### src/core/cefr_pkg.sv
// Purpose: shared constants for the charger event flag block
// Assumes: 8-bit register port, registers at their printed offsets
// Notes:   event bit positions are shared by flag and mask registers
package cefr_pkg;

	// register port widths
	localparam int unsigned ADDR_W = 8;
	localparam int unsigned DATA_W = 8;

	// register offsets
	localparam logic [7:0] OFS_FLAGS_FIRST  = 8'h25;
	localparam logic [7:0] OFS_FLAGS_SECOND = 8'h26;
	localparam logic [7:0] OFS_MASK_FIRST   = 8'h28;
	localparam logic [7:0] OFS_MASK_SECOND  = 8'h29;

	// reset values
	localparam logic [7:0] RST_FLAGS = 8'h00;
	localparam logic [7:0] RST_MASK  = 8'h00;
	localparam logic [7:0] RD_IDLE   = 8'h00;

	// first register bit positions
	localparam int unsigned B1_CONV_DONE   = 7;
	localparam int unsigned B1_CUR_LIMIT   = 6;
	localparam int unsigned B1_VOLT_LIMIT  = 5;
	localparam int unsigned B1_WATCHDOG    = 3;
	localparam int unsigned B1_CV_TIMER    = 1;
	localparam int unsigned B1_CHARGE      = 0;

	// second register bit positions
	localparam int unsigned B2_POWER_GOOD  = 7;
	localparam int unsigned B2_THERMISTOR  = 4;
	localparam int unsigned B2_REVERSE     = 3;
	localparam int unsigned B2_FREQ_SYNC   = 1;
	localparam int unsigned B2_POWER_POINT = 0;

	// implemented bits; all others are reserved and read zero
	localparam logic [7:0] VALID_FIRST  = 8'hEB;
	localparam logic [7:0] VALID_SECOND = 8'h9B;

	// status field widths
	localparam int unsigned CHARGE_W = 3;
	localparam int unsigned THERM_W  = 3;
	localparam int unsigned SYNC_W   = 2;
	localparam int unsigned MPPT_W   = 2;

	// charge state encoding, one code reserved
	typedef enum logic [2:0] {
		CHG_NONE     = 3'h0,
		CHG_TRICKLE  = 3'h1,
		CHG_PRE      = 3'h2,
		CHG_FAST     = 3'h3,
		CHG_TAPER    = 3'h4,
		CHG_RESERVED = 3'h5,
		CHG_TOP_OFF  = 3'h6,
		CHG_DONE     = 3'h7
	} cefr_charge_t;

endpackage

### src/core/cefr_top.sv
// Purpose: two clear-on-read charger event flag registers with masks
// Assumes: status inputs come from logic on the same 10 MHz clock
// Notes:   read data appear one cycle after the read strobe only
//
// Added by the designer: the plain strobed port.
`timescale 1ns/1ps

// What this block does
// - first flag register at 0x25, resets zero
// - second flag register at 0x26, resets zero
// - reading a flag register clears its flags
// - bit 7 first: one-shot conversion complete
// - continuous mode: conversion flag stays zero
// - bit 6 first: entered input current regulation
// - bit 5 first: entered input voltage regulation
// - bit 3 first: watchdog expired rising edge
// - bit 1 first: voltage timer expired rising
// - bit 0 first: charge state field changed
// - bit 7 second: power-good toggled either way
// - bit 4 second: thermistor state field changed
// - bit 3 second: reverse mode toggled
// - bit 1 second: frequency sync status changed
// - bit 0 second: tracking state field changed
// - clear mask bit lets event pulse interrupt
// - charge state is three-bit encoded field
module cefr_top (
	// clock and reset
	input  wire logic                             clk_i,
	input  wire logic                             resetn_i,
	// register port
	input  wire logic [cefr_pkg::ADDR_W-1:0]      reg_addr_i,
	input  wire logic [cefr_pkg::DATA_W-1:0]      reg_wdata_i,
	input  wire logic                             reg_wr_i,
	input  wire logic                             reg_rd_i,
	output logic      [cefr_pkg::DATA_W-1:0]      reg_rdata_o,
	// converter events
	input  wire logic                             adc_one_shot_i,
	input  wire logic                             adc_conv_done_i,
	input  wire logic                             input_current_reg_i,
	input  wire logic                             input_voltage_reg_i,
	input  wire logic                             host_watchdog_expired_status_i,
	input  wire logic                             const_voltage_timer_expired_i,
	input  wire logic [cefr_pkg::CHARGE_W-1:0]    charge_state_i,
	// second group of status
	input  wire logic                             power_good_i,
	input  wire logic [cefr_pkg::THERM_W-1:0]     thermistor_state_field_i,
	input  wire logic                             reverse_mode_i,
	input  wire logic [cefr_pkg::SYNC_W-1:0]      switching_freq_sync_pin_i,
	input  wire logic [cefr_pkg::MPPT_W-1:0]      power_point_tracking_state_i,
	// interrupt
	output logic                                  int_pulse_o
);
	import cefr_pkg::*;

	logic [7:0] flags_first_ff;
	logic [7:0] flags_second_ff;
	logic [7:0] mask_first_ff;
	logic [7:0] mask_second_ff;
	logic [7:0] nxt_flags_first;
	logic [7:0] nxt_flags_second;
	logic [7:0] nxt_rdata;
	logic [7:0] evt_first;
	logic [7:0] evt_second;
	logic       rd_first;
	logic       rd_second;
	logic       ev_cur_limit;
	logic       ev_volt_limit;
	logic       ev_watchdog;
	logic       ev_cv_timer;
	logic       ev_charge;
	logic       ev_power_good;
	logic       ev_thermistor;
	logic       ev_reverse;
	logic       ev_freq_sync;
	logic       ev_power_point;
	cefr_charge_t charge_state;

	// address decode, used for reads and writes alike
	function automatic logic hit(input logic [ADDR_W-1:0] addr,
	                             input logic [7:0]        ofs);
		hit = (addr == ofs);
	endfunction

	assign charge_state = cefr_charge_t'(charge_state_i);
	assign rd_first     = reg_rd_i && hit(reg_addr_i, OFS_FLAGS_FIRST);
	assign rd_second    = reg_rd_i && hit(reg_addr_i, OFS_FLAGS_SECOND);

	// rising-edge detectors for level conditions
	cefr_chg_det #(.WIDTH(1), .RISE_ONLY(1'b1)) u_cur_limit (
		.clk_i    (clk_i),
		.resetn_i (resetn_i),
		.status_i (input_current_reg_i),
		.event_o  (ev_cur_limit)
	);
	cefr_chg_det #(.WIDTH(1), .RISE_ONLY(1'b1)) u_volt_limit (
		.clk_i    (clk_i),
		.resetn_i (resetn_i),
		.status_i (input_voltage_reg_i),
		.event_o  (ev_volt_limit)
	);
	cefr_chg_det #(.WIDTH(1), .RISE_ONLY(1'b1)) u_watchdog (
		.clk_i    (clk_i),
		.resetn_i (resetn_i),
		.status_i (host_watchdog_expired_status_i),
		.event_o  (ev_watchdog)
	);
	cefr_chg_det #(.WIDTH(1), .RISE_ONLY(1'b1)) u_cv_timer (
		.clk_i    (clk_i),
		.resetn_i (resetn_i),
		.status_i (const_voltage_timer_expired_i),
		.event_o  (ev_cv_timer)
	);

	// any-change detectors for fields and toggles
	cefr_chg_det #(.WIDTH(CHARGE_W), .RISE_ONLY(1'b0)) u_charge (
		.clk_i    (clk_i),
		.resetn_i (resetn_i),
		.status_i (charge_state),
		.event_o  (ev_charge)
	);
	cefr_chg_det #(.WIDTH(1), .RISE_ONLY(1'b0)) u_power_good (
		.clk_i    (clk_i),
		.resetn_i (resetn_i),
		.status_i (power_good_i),
		.event_o  (ev_power_good)
	);
	cefr_chg_det #(.WIDTH(THERM_W), .RISE_ONLY(1'b0)) u_thermistor (
		.clk_i    (clk_i),
		.resetn_i (resetn_i),
		.status_i (thermistor_state_field_i),
		.event_o  (ev_thermistor)
	);
	cefr_chg_det #(.WIDTH(1), .RISE_ONLY(1'b0)) u_reverse (
		.clk_i    (clk_i),
		.resetn_i (resetn_i),
		.status_i (reverse_mode_i),
		.event_o  (ev_reverse)
	);
	cefr_chg_det #(.WIDTH(SYNC_W), .RISE_ONLY(1'b0)) u_freq_sync (
		.clk_i    (clk_i),
		.resetn_i (resetn_i),
		.status_i (switching_freq_sync_pin_i),
		.event_o  (ev_freq_sync)
	);
	cefr_chg_det #(.WIDTH(MPPT_W), .RISE_ONLY(1'b0)) u_power_point (
		.clk_i    (clk_i),
		.resetn_i (resetn_i),
		.status_i (power_point_tracking_state_i),
		.event_o  (ev_power_point)
	);

	// gather events into register layout, reserved bits stay zero
	always_comb begin
		evt_first                 = '0;
		evt_second                = '0;
		evt_first[B1_CONV_DONE]   = adc_conv_done_i & adc_one_shot_i;
		evt_first[B1_CUR_LIMIT]   = ev_cur_limit;
		evt_first[B1_VOLT_LIMIT]  = ev_volt_limit;
		evt_first[B1_WATCHDOG]    = ev_watchdog;
		evt_first[B1_CV_TIMER]    = ev_cv_timer;
		evt_first[B1_CHARGE]      = ev_charge;
		evt_second[B2_POWER_GOOD] = ev_power_good;
		evt_second[B2_THERMISTOR] = ev_thermistor;
		evt_second[B2_REVERSE]    = ev_reverse;
		evt_second[B2_FREQ_SYNC]  = ev_freq_sync;
		evt_second[B2_POWER_POINT] = ev_power_point;
	end

	// next flags: read clears, a new event wins over the clear
	always_comb begin
		nxt_flags_first  = flags_first_ff;
		nxt_flags_second = flags_second_ff;
		if (rd_first) begin
			nxt_flags_first = RST_FLAGS;
		end
		if (rd_second) begin
			nxt_flags_second = RST_FLAGS;
		end
		nxt_flags_first  = (nxt_flags_first | evt_first) & VALID_FIRST;
		nxt_flags_second = (nxt_flags_second | evt_second) & VALID_SECOND;
		if (!adc_one_shot_i) begin
			nxt_flags_first[B1_CONV_DONE] = 1'b0;
		end
	end

	// flag registers; writes from the port never reach them
	always_ff @(posedge clk_i or negedge resetn_i) begin
		if (!resetn_i) begin
			flags_first_ff  <= RST_FLAGS;
			flags_second_ff <= RST_FLAGS;
		end else begin
			flags_first_ff  <= nxt_flags_first;
			flags_second_ff <= nxt_flags_second;
		end
	end

	// interrupt mask registers, reserved bits not writable
	always_ff @(posedge clk_i or negedge resetn_i) begin
		if (!resetn_i) begin
			mask_first_ff  <= RST_MASK;
			mask_second_ff <= RST_MASK;
		end else if (reg_wr_i) begin
			if (hit(reg_addr_i, OFS_MASK_FIRST)) begin
				mask_first_ff <= reg_wdata_i & VALID_FIRST;
			end
			if (hit(reg_addr_i, OFS_MASK_SECOND)) begin
				mask_second_ff <= reg_wdata_i & VALID_SECOND;
			end
		end
	end

	// one-cycle pulse for each cycle with an unmasked event
	always_ff @(posedge clk_i or negedge resetn_i) begin
		if (!resetn_i) begin
			int_pulse_o <= 1'b0;
		end else begin
			int_pulse_o <= |(evt_first & ~mask_first_ff) |
			               |(evt_second & ~mask_second_ff);
		end
	end

	// read mux; unmapped addresses answer zero
	always_comb begin
		nxt_rdata = RD_IDLE;
		if (reg_rd_i) begin
			if (hit(reg_addr_i, OFS_FLAGS_FIRST)) begin
				nxt_rdata = flags_first_ff;
			end else if (hit(reg_addr_i, OFS_FLAGS_SECOND)) begin
				nxt_rdata = flags_second_ff;
			end else if (hit(reg_addr_i, OFS_MASK_FIRST)) begin
				nxt_rdata = mask_first_ff;
			end else if (hit(reg_addr_i, OFS_MASK_SECOND)) begin
				nxt_rdata = mask_second_ff;
			end else begin
				nxt_rdata = RD_IDLE;
			end
		end
	end

	// read data stand for the one cycle after the strobe
	always_ff @(posedge clk_i or negedge resetn_i) begin
		if (!resetn_i) begin
			reg_rdata_o <= RD_IDLE;
		end else begin
			reg_rdata_o <= nxt_rdata;
		end
	end
endmodule

### src/core/cefr_chg_det.sv
// Purpose: change or rising-edge detector for one status field
// Assumes: the status comes from logic on the same clock
// Notes:   previous value starts at zero after reset
`timescale 1ns/1ps
module cefr_chg_det #(
	parameter int unsigned WIDTH     = 1,
	parameter bit          RISE_ONLY = 1'b0
) (
	// clock and reset
	input  wire logic             clk_i,
	input  wire logic             resetn_i,
	// status and event
	input  wire logic [WIDTH-1:0] status_i,
	output logic                  event_o
);
	import cefr_pkg::*;

	logic [WIDTH-1:0] prev_ff;

	// remember the last sampled status
	always_ff @(posedge clk_i or negedge resetn_i) begin
		if (!resetn_i) begin
			prev_ff <= '0;
		end else begin
			prev_ff <= status_i;
		end
	end

	// rising edge of bit zero, or any change of the field
	always_comb begin
		if (RISE_ONLY) begin
			event_o = status_i[0] & ~prev_ff[0];
		end else begin
			event_o = (status_i != prev_ff);
		end
	end

endmodule

### config.mk
export PLATFORM = sky130hd
export DESIGN_NAME = cefr_top
export DESIGN_NICKNAME = d
export VERILOG_FILES = /design/src/core/cefr_pkg.sv /design/src/core/cefr_top.sv /design/src/core/cefr_chg_det.sv
export SDC_FILE = /design/constraint.sdc
export NUM_CORES = 1
export LEC_CHECK = 0
export ABC_AREA = 1
export ABC_CLOCK_PERIOD_IN_PS = 2800
export BUFFER_PORTS_ARGS = -buffer_cell sky130_fd_sc_hd__buf_2
export CAP_MARGIN = 20
export CORE_ASPECT_RATIO = 1.5
export CORE_MARGIN = 4
export CORE_UTILIZATION = 30
export CTS_CLUSTER_DIAMETER = 40
export DETAILED_ROUTE_END_ITERATION = 8
export PLACE_DENSITY = 0.52
export SYNTH_ARGS = -nofsm -noshare
export SYNTH_HDL_FRONTEND = slang
export SYNTH_SLANG_ARGS = --single-unit
### constraint.sdc
create_clock -name clk_i -period 2.8 [get_ports clk_i]
set_input_delay 0.7 -clock clk_i [delete_from_list [all_inputs] [get_ports clk_i]]
set_output_delay 0.7 -clock clk_i [all_outputs]
set_load 0.02 [all_outputs]
* Word-level counts from Yosys, hierarchy flattened
Index checks and enable logic that the tools add are counted.
** Operators by class
- Equality and inequality tests :: 10
- Mux-type cells :: 8
- Bitwise operators :: 16
- Reduce and logical (&&, ||, !) cells :: 6
** Operators by type and width (number)
- two-way mux 8 bit :: 7
- == test 8 x 6 -> 1 bit (second input constant) :: 4
- bitwise AND 8 bit :: 2
- NOT 8 bit :: 2
- bitwise OR 8 bit :: 2
- OR reduction 8 bit :: 2
- inequality test 3 bit :: 2
- bitwise AND 1 bit :: 5
- inequality test 2 bit :: 2
- NOT 1 bit :: 4
- AND reduction 2 bit :: 2
- logical AND 1 bit :: 2
- inequality test 1 bit :: 2
- two-way mux 1 bit :: 1
- bitwise OR 1 bit :: 1
** Word-level totals
- Bits in registers :: 47
- Input bits :: 38
- Output and inout port bits :: 9
- Logic and storage cells :: 56

* Logic depth before layout (Yosys ltp)
- Word-level depth :: 6
- Depth in mapped cells :: 8
- Depth with buffers taken out :: 8

* Cells and area by module
From an unflattened synthesis, not the netlist that was laid out.
** Unflattened totals
- Cells, all modules :: 246
- Area total of the unflattened synthesis :: 2154.6 sq um
** Modules (own cells, without submodules)
- cefr_top :: times used 1, cells an instance 174, area an instance 1511.4 sq um, sequential area each 750.7 sq um
- cefr_chg_det at u_charge ... :: times used 2, cells an instance 15, area an instance 126.4 sq um, sequential area each 75.1 sq um
- cefr_chg_det at u_freq_sync ... :: times used 2, cells an instance 9, area an instance 81.3 sq um, sequential area each 50.0 sq um
- cefr_chg_det at u_cur_limit ... :: times used 4, cells an instance 3, area an instance 35.0 sq um, sequential area each 25.0 sq um
- cefr_chg_det at u_power_good ... :: times used 2, cells an instance 6, area an instance 43.8 sq um, sequential area each 25.0 sq um

* Worst setup path after synthesis
Ideal clock, no wire load.
- Path kind :: input -> register
- From :: in reg_addr_i[4] (netlist bit)
- To :: reg flags_second_ff[0]
- Library setup time :: 0.129 ns
- Arrival time :: 1.364 ns
- Required time :: 2.671 ns
- Slack :: 1.307 ns
- Stages :: 6
- Path buffers :: 0
- Cells stage by stage :: inv_1 -> nand2_1 -> nor2_4 -> nand2_1 -> o21ai_0 -> nand3_1
** On the way
- Cells in the longest elaborated chain, start to end :: 4
** Ends and longest elaborated chain
- start, declared :: RTL line cefr_top.sv:31 : input wire logic [cefr_pkg::ADDR_W-1:0] reg_addr_i,
- == test 8 x 6 -> 1 bit :: RTL line cefr_top.sv:81 : hit = (addr == ofs);
- logical AND 1 bit :: RTL line cefr_top.sv:86 : assign rd_second = reg_rd_i && hit(reg_addr_i, OFS_FLAGS_SECOND);
- two-way mux 8 bit :: RTL line cefr_top.sv:176 : if (rd_second) begin
- bitwise OR 8 bit :: RTL line cefr_top.sv:180 : nxt_flags_second = (nxt_flags_second | evt_second) & VALID_SECOND;
- via nxt_flags_second[0] :: RTL line cefr_top.sv:60 : logic [7:0] nxt_flags_second;
- end signal, assigned :: RTL line cefr_top.sv:193 : flags_second_ff <= nxt_flags_second;
- end, declared :: RTL line cefr_top.sv:56 : logic [7:0] flags_second_ff;
The timed path passes the listed nets, and every way through them passes these cells.
A chain may end at the register's enable or synchronous reset.

* Worst setup path in the final report
- From :: in reg_addr_i[4] (netlist bit)
- To :: reg mask_second_ff[7]
** On the way
- Cells in the longest elaborated chain, start to end :: 2
** Ends and longest elaborated chain
- == test 8 x 6 -> 1 bit :: RTL line cefr_top.sv:81
- AND reduction 2 bit (no source line)
- end signal, assigned :: RTL line cefr_top.sv:207 : mask_second_ff <= reg_wdata_i & VALID_SECOND;
- end, declared :: RTL line cefr_top.sv:58 : logic [7:0] mask_second_ff;
Every way passes these cells.

==> results.md <==
- Remaining DRCs: 0
- Setup crit start kind: input pin
- # IOs: 47
- Yosys top cell area share: 55.72%
- Setup Viol. Count Final: 0
- Reg power frac: 53.2%
- Synth Area in Adders: 0%
- Via count: 1,640
- PnR worst setup slack: 1133 ps
- Avg Inst Size Synth: 8.571 um^2
- Number of clock sinks: 46
- Critical Path RT: 2960 ps
- Synthesized-area fraction occupied by and/or/nand/nor cells: 24.35%
- Fin crit share: 59.52%
- Power share of the combinational group: 9.6%
- CP max FO: 16
- Initial core utilization: 31.41%
- Xor/xnor share of the synthesized area: 1.696%
- DR pass1 iterations: 4
- Slew headroom: 62.48%
- First-pass GRT wire length: 7424 um
- Overall Global Routing Usage: 12.04%
- Cells after Synth: 241
- Row cnt: 36
- Hold-fix buffers, CTS: 0
- Chip Width: 75.76 um
- Yosys cell types: 23
- Final Max Slew Viols: 0
- Min Clock Period, post-route: 1667 ps
- Routed length per instance: 12.11 um
- PD cells: 534.7 nW/um^2
- Number of fill cells: 694
- H-tree depth: 2
- Final setup TNS: 0 ps
- HPWL after DPL: 3497 um
- Skew final: 8.061 ps
- Peak VDD IR: 0.2119 mV
- 1st-iter DRT viols: 75
- Post-Route WL: 4443 um
- Post-DRT Antenna Nets: 0
- R2R Path End: int_pulse_o
- Mapped Area: 2066 um^2
- Area taken by multi-input logic gates: 711.9 um^2
- Outcome: complete, no violations
- Synth warnings: 0
- Post-Syn Nets: 279
- Mux cell area share after synthesis: 0%
- Sw Share: 23.72%
- RSZ-0062 raised after global routing: no
- Worst slew pin tran: 562.8 ps
- NetSw: 0.3127 mW
- Core area: 6576 um^2
- Reg2reg path depth: 5
- DIE AREA: 8305 um^2
- Worst-case clock buffer depth: 2
- Fraction of layout instances using a drive strength above 1: 21.99%
- Vias/cell: 4.469
- Worst slack, placed: 826.3 ps
- CTS tree: yes
- Post-CTS Setup Bufs: 0
- # resized after CTS: 0
- IO Port Bufs: 44
- Initial antenna violation count: 0
- Clock power share: 37.2%
- Pint: 1.005 mW
- Area contributors post-synth: dfrtp_1 56%, nand2_1 11%, inv_1 7.8%
- Ant diodes: 0
- FF+latch area: 1151 um^2
- Hold Crit Class: input pin to asynchronous set/reset pin
- Reg2reg start: u_reverse.prev_ff
- TritonCTS buffer count: 5
- Crit path capture type: flop
- Main combinational cell family by area after synthesis: simple AND/OR/NAND/NOR gates
- Vias in the first global route: 1,674
- Layout Nets: 328
- Overflow after GRT: 0
- Post-synthesis compound-gate area fraction: 8.237%
- Critical path arrival: 1830 ps
- Final design utilization: 37.48%
- Fmax: 0.6000 GHz
- Cell taking the most area after synthesis: dfrtp_1
- Hold Fails Final Rpt: 0
- Largest net degree at the start of global routing: 26
- Slack of the worst reg-to-reg path: 1610 ps
- Flops & latches, synth: 46
- Chip height: 109.6 um
- Pwr Total: 1.318 mW
- Seq/Total Area, Yosys: 55.72%
- Worst skew pair latency: 300 ps
- Leak Pwr: 1.350 nW
- Clock Tree Root: clkbuf_8
- Area delta synth->final: 19.32%
- Clock-pin transition on the worst setup and hold timing paths: 90 ps
- Max_cap viols: 0
- Routability Congestion: 0.7880
- Setup CP Type: input pin to flop
-- layer usage --
layer  up-vias  wire (um)  global-route usage (%)
li1        834          -                       -
met1       768       1737                   13.25
met2        31       2411                   21.57
met3         7        195                   2.196
met4         0         98                   5.625
met5         -          0                       0
-- state kept, by name, indices dropped and copies added, names as in the netlist, 2 cells and up --
register and count:
flags_first_ff 6, mask_second_ff 5, u_thermistor.prev_ff 3, flags_second_ff 5, u_power_point.prev_ff 2, mask_first_ff 6
u_charge.prev_ff 3, reg_rdata_o 7, u_freq_sync.prev_ff 2
-- cells in the final DEF (no fill, tap or decap) --
cell,n
a21oi_1,6
clkinvlp_4,1
bufinv_16,1
dfrtp_1,46
xnor2_1,3
o21bai_1,2
nand3_2,2
inv_1,43
buf_4,2
xor2_1,1
buf_2,44
clkbuf_1,1
o21ai_0,17
or2_2,2
a21o_1,1
o21ai_1,3
nor2_1,15
nand2_1,63
nand2_2,3
nand3b_1,1
a22o_1,2
and3_1,1
conb_1,1
nand3_1,21
nor2_4,3
nor2_2,1
clkbuf_8,5
-- area by class of cell --
cell class	instances	area share (%)
Clock inverter	2	1.523
Tap cell	76	3.858
Timing Repair Buffer	46	9.543
Clock buffer	6	2.944
Sequential cell	46	46.70
Multi-Input combinational cell	148	28.88
Inverter	43	6.548
-- metrics by stage --
stage	hold slack, ps	area, um^2	instances
6_report	382.3	2465	367
5_1_grt	418.2	2465	367
4_1_cts	400.8	2465	367
3_5_place_dp	469.2	2355	359
3_3_place_gp	463.1	2355	359
2_1_floorplan	404.4	2066	241
-- worst max-delay path, stage by stage --
cell	delay, ps
buf_2	90
inv_1	40
nand2_1	70
nor2_4	330
and3_1	460
o21ai_0	130
-- Yosys cell counts --
library cell  count
nand2_1          63
dfrtp_1          46
inv_1            43
nand3_1          21
o21ai_0          17
nor2_1           15
a21oi_1           6
buf_6             3
nand2_2           3
nor2_4            3
o21ai_1           3
xnor2_1           3
a22o_1            2
nand3_2           2
o21bai_1          2
or2_2             2
a21o_1            1
and3_1            1
buf_4             1
conb_1            1
nand3b_1          1
nor2_2            1
xor2_1            1
-- worst max-delay path by stage --
stage / start / to / slack, ps
final: reg_addr_i[4] / mask_second_ff[7] / 1130
after global routing: reg_addr_i[4] / mask_second_ff[7] / 990
after CTS: reg_addr_i[4] / mask_second_ff[0] / 1140
after detailed placement: reg_addr_i[4] / reg_rdata_o[6] / 830
after global placement: reg_addr_i[4] / reg_rdata_o[6] / 840
after floorplan: reg_addr_i[4] / flags_second_ff[0] / 1310
-- kinds of logic (layout without fill, tap and decap cells) --
kind of cell           Yosys count  in the layout
AND/OR/NAND/NOR                112            112
flip-flops                      46             46
XOR/XNOR                         4              4
buffers and inverters           47             97
AO/OA/AOI/OAI                   31             31
other                            1              1
-- power groups by stage --
stage	sequential, mW	combinational [mW]	clock (mW)
after floorplan	0.716	0.0621	0
after global placement	0.714	0.127	0
after detailed placement	0.715	0.130	0
after CTS	0.701	0.131	0.508
after global routing	0.704	0.147	0.535
final	0.701	0.126	0.490
(Power assumes the default switching activity.)
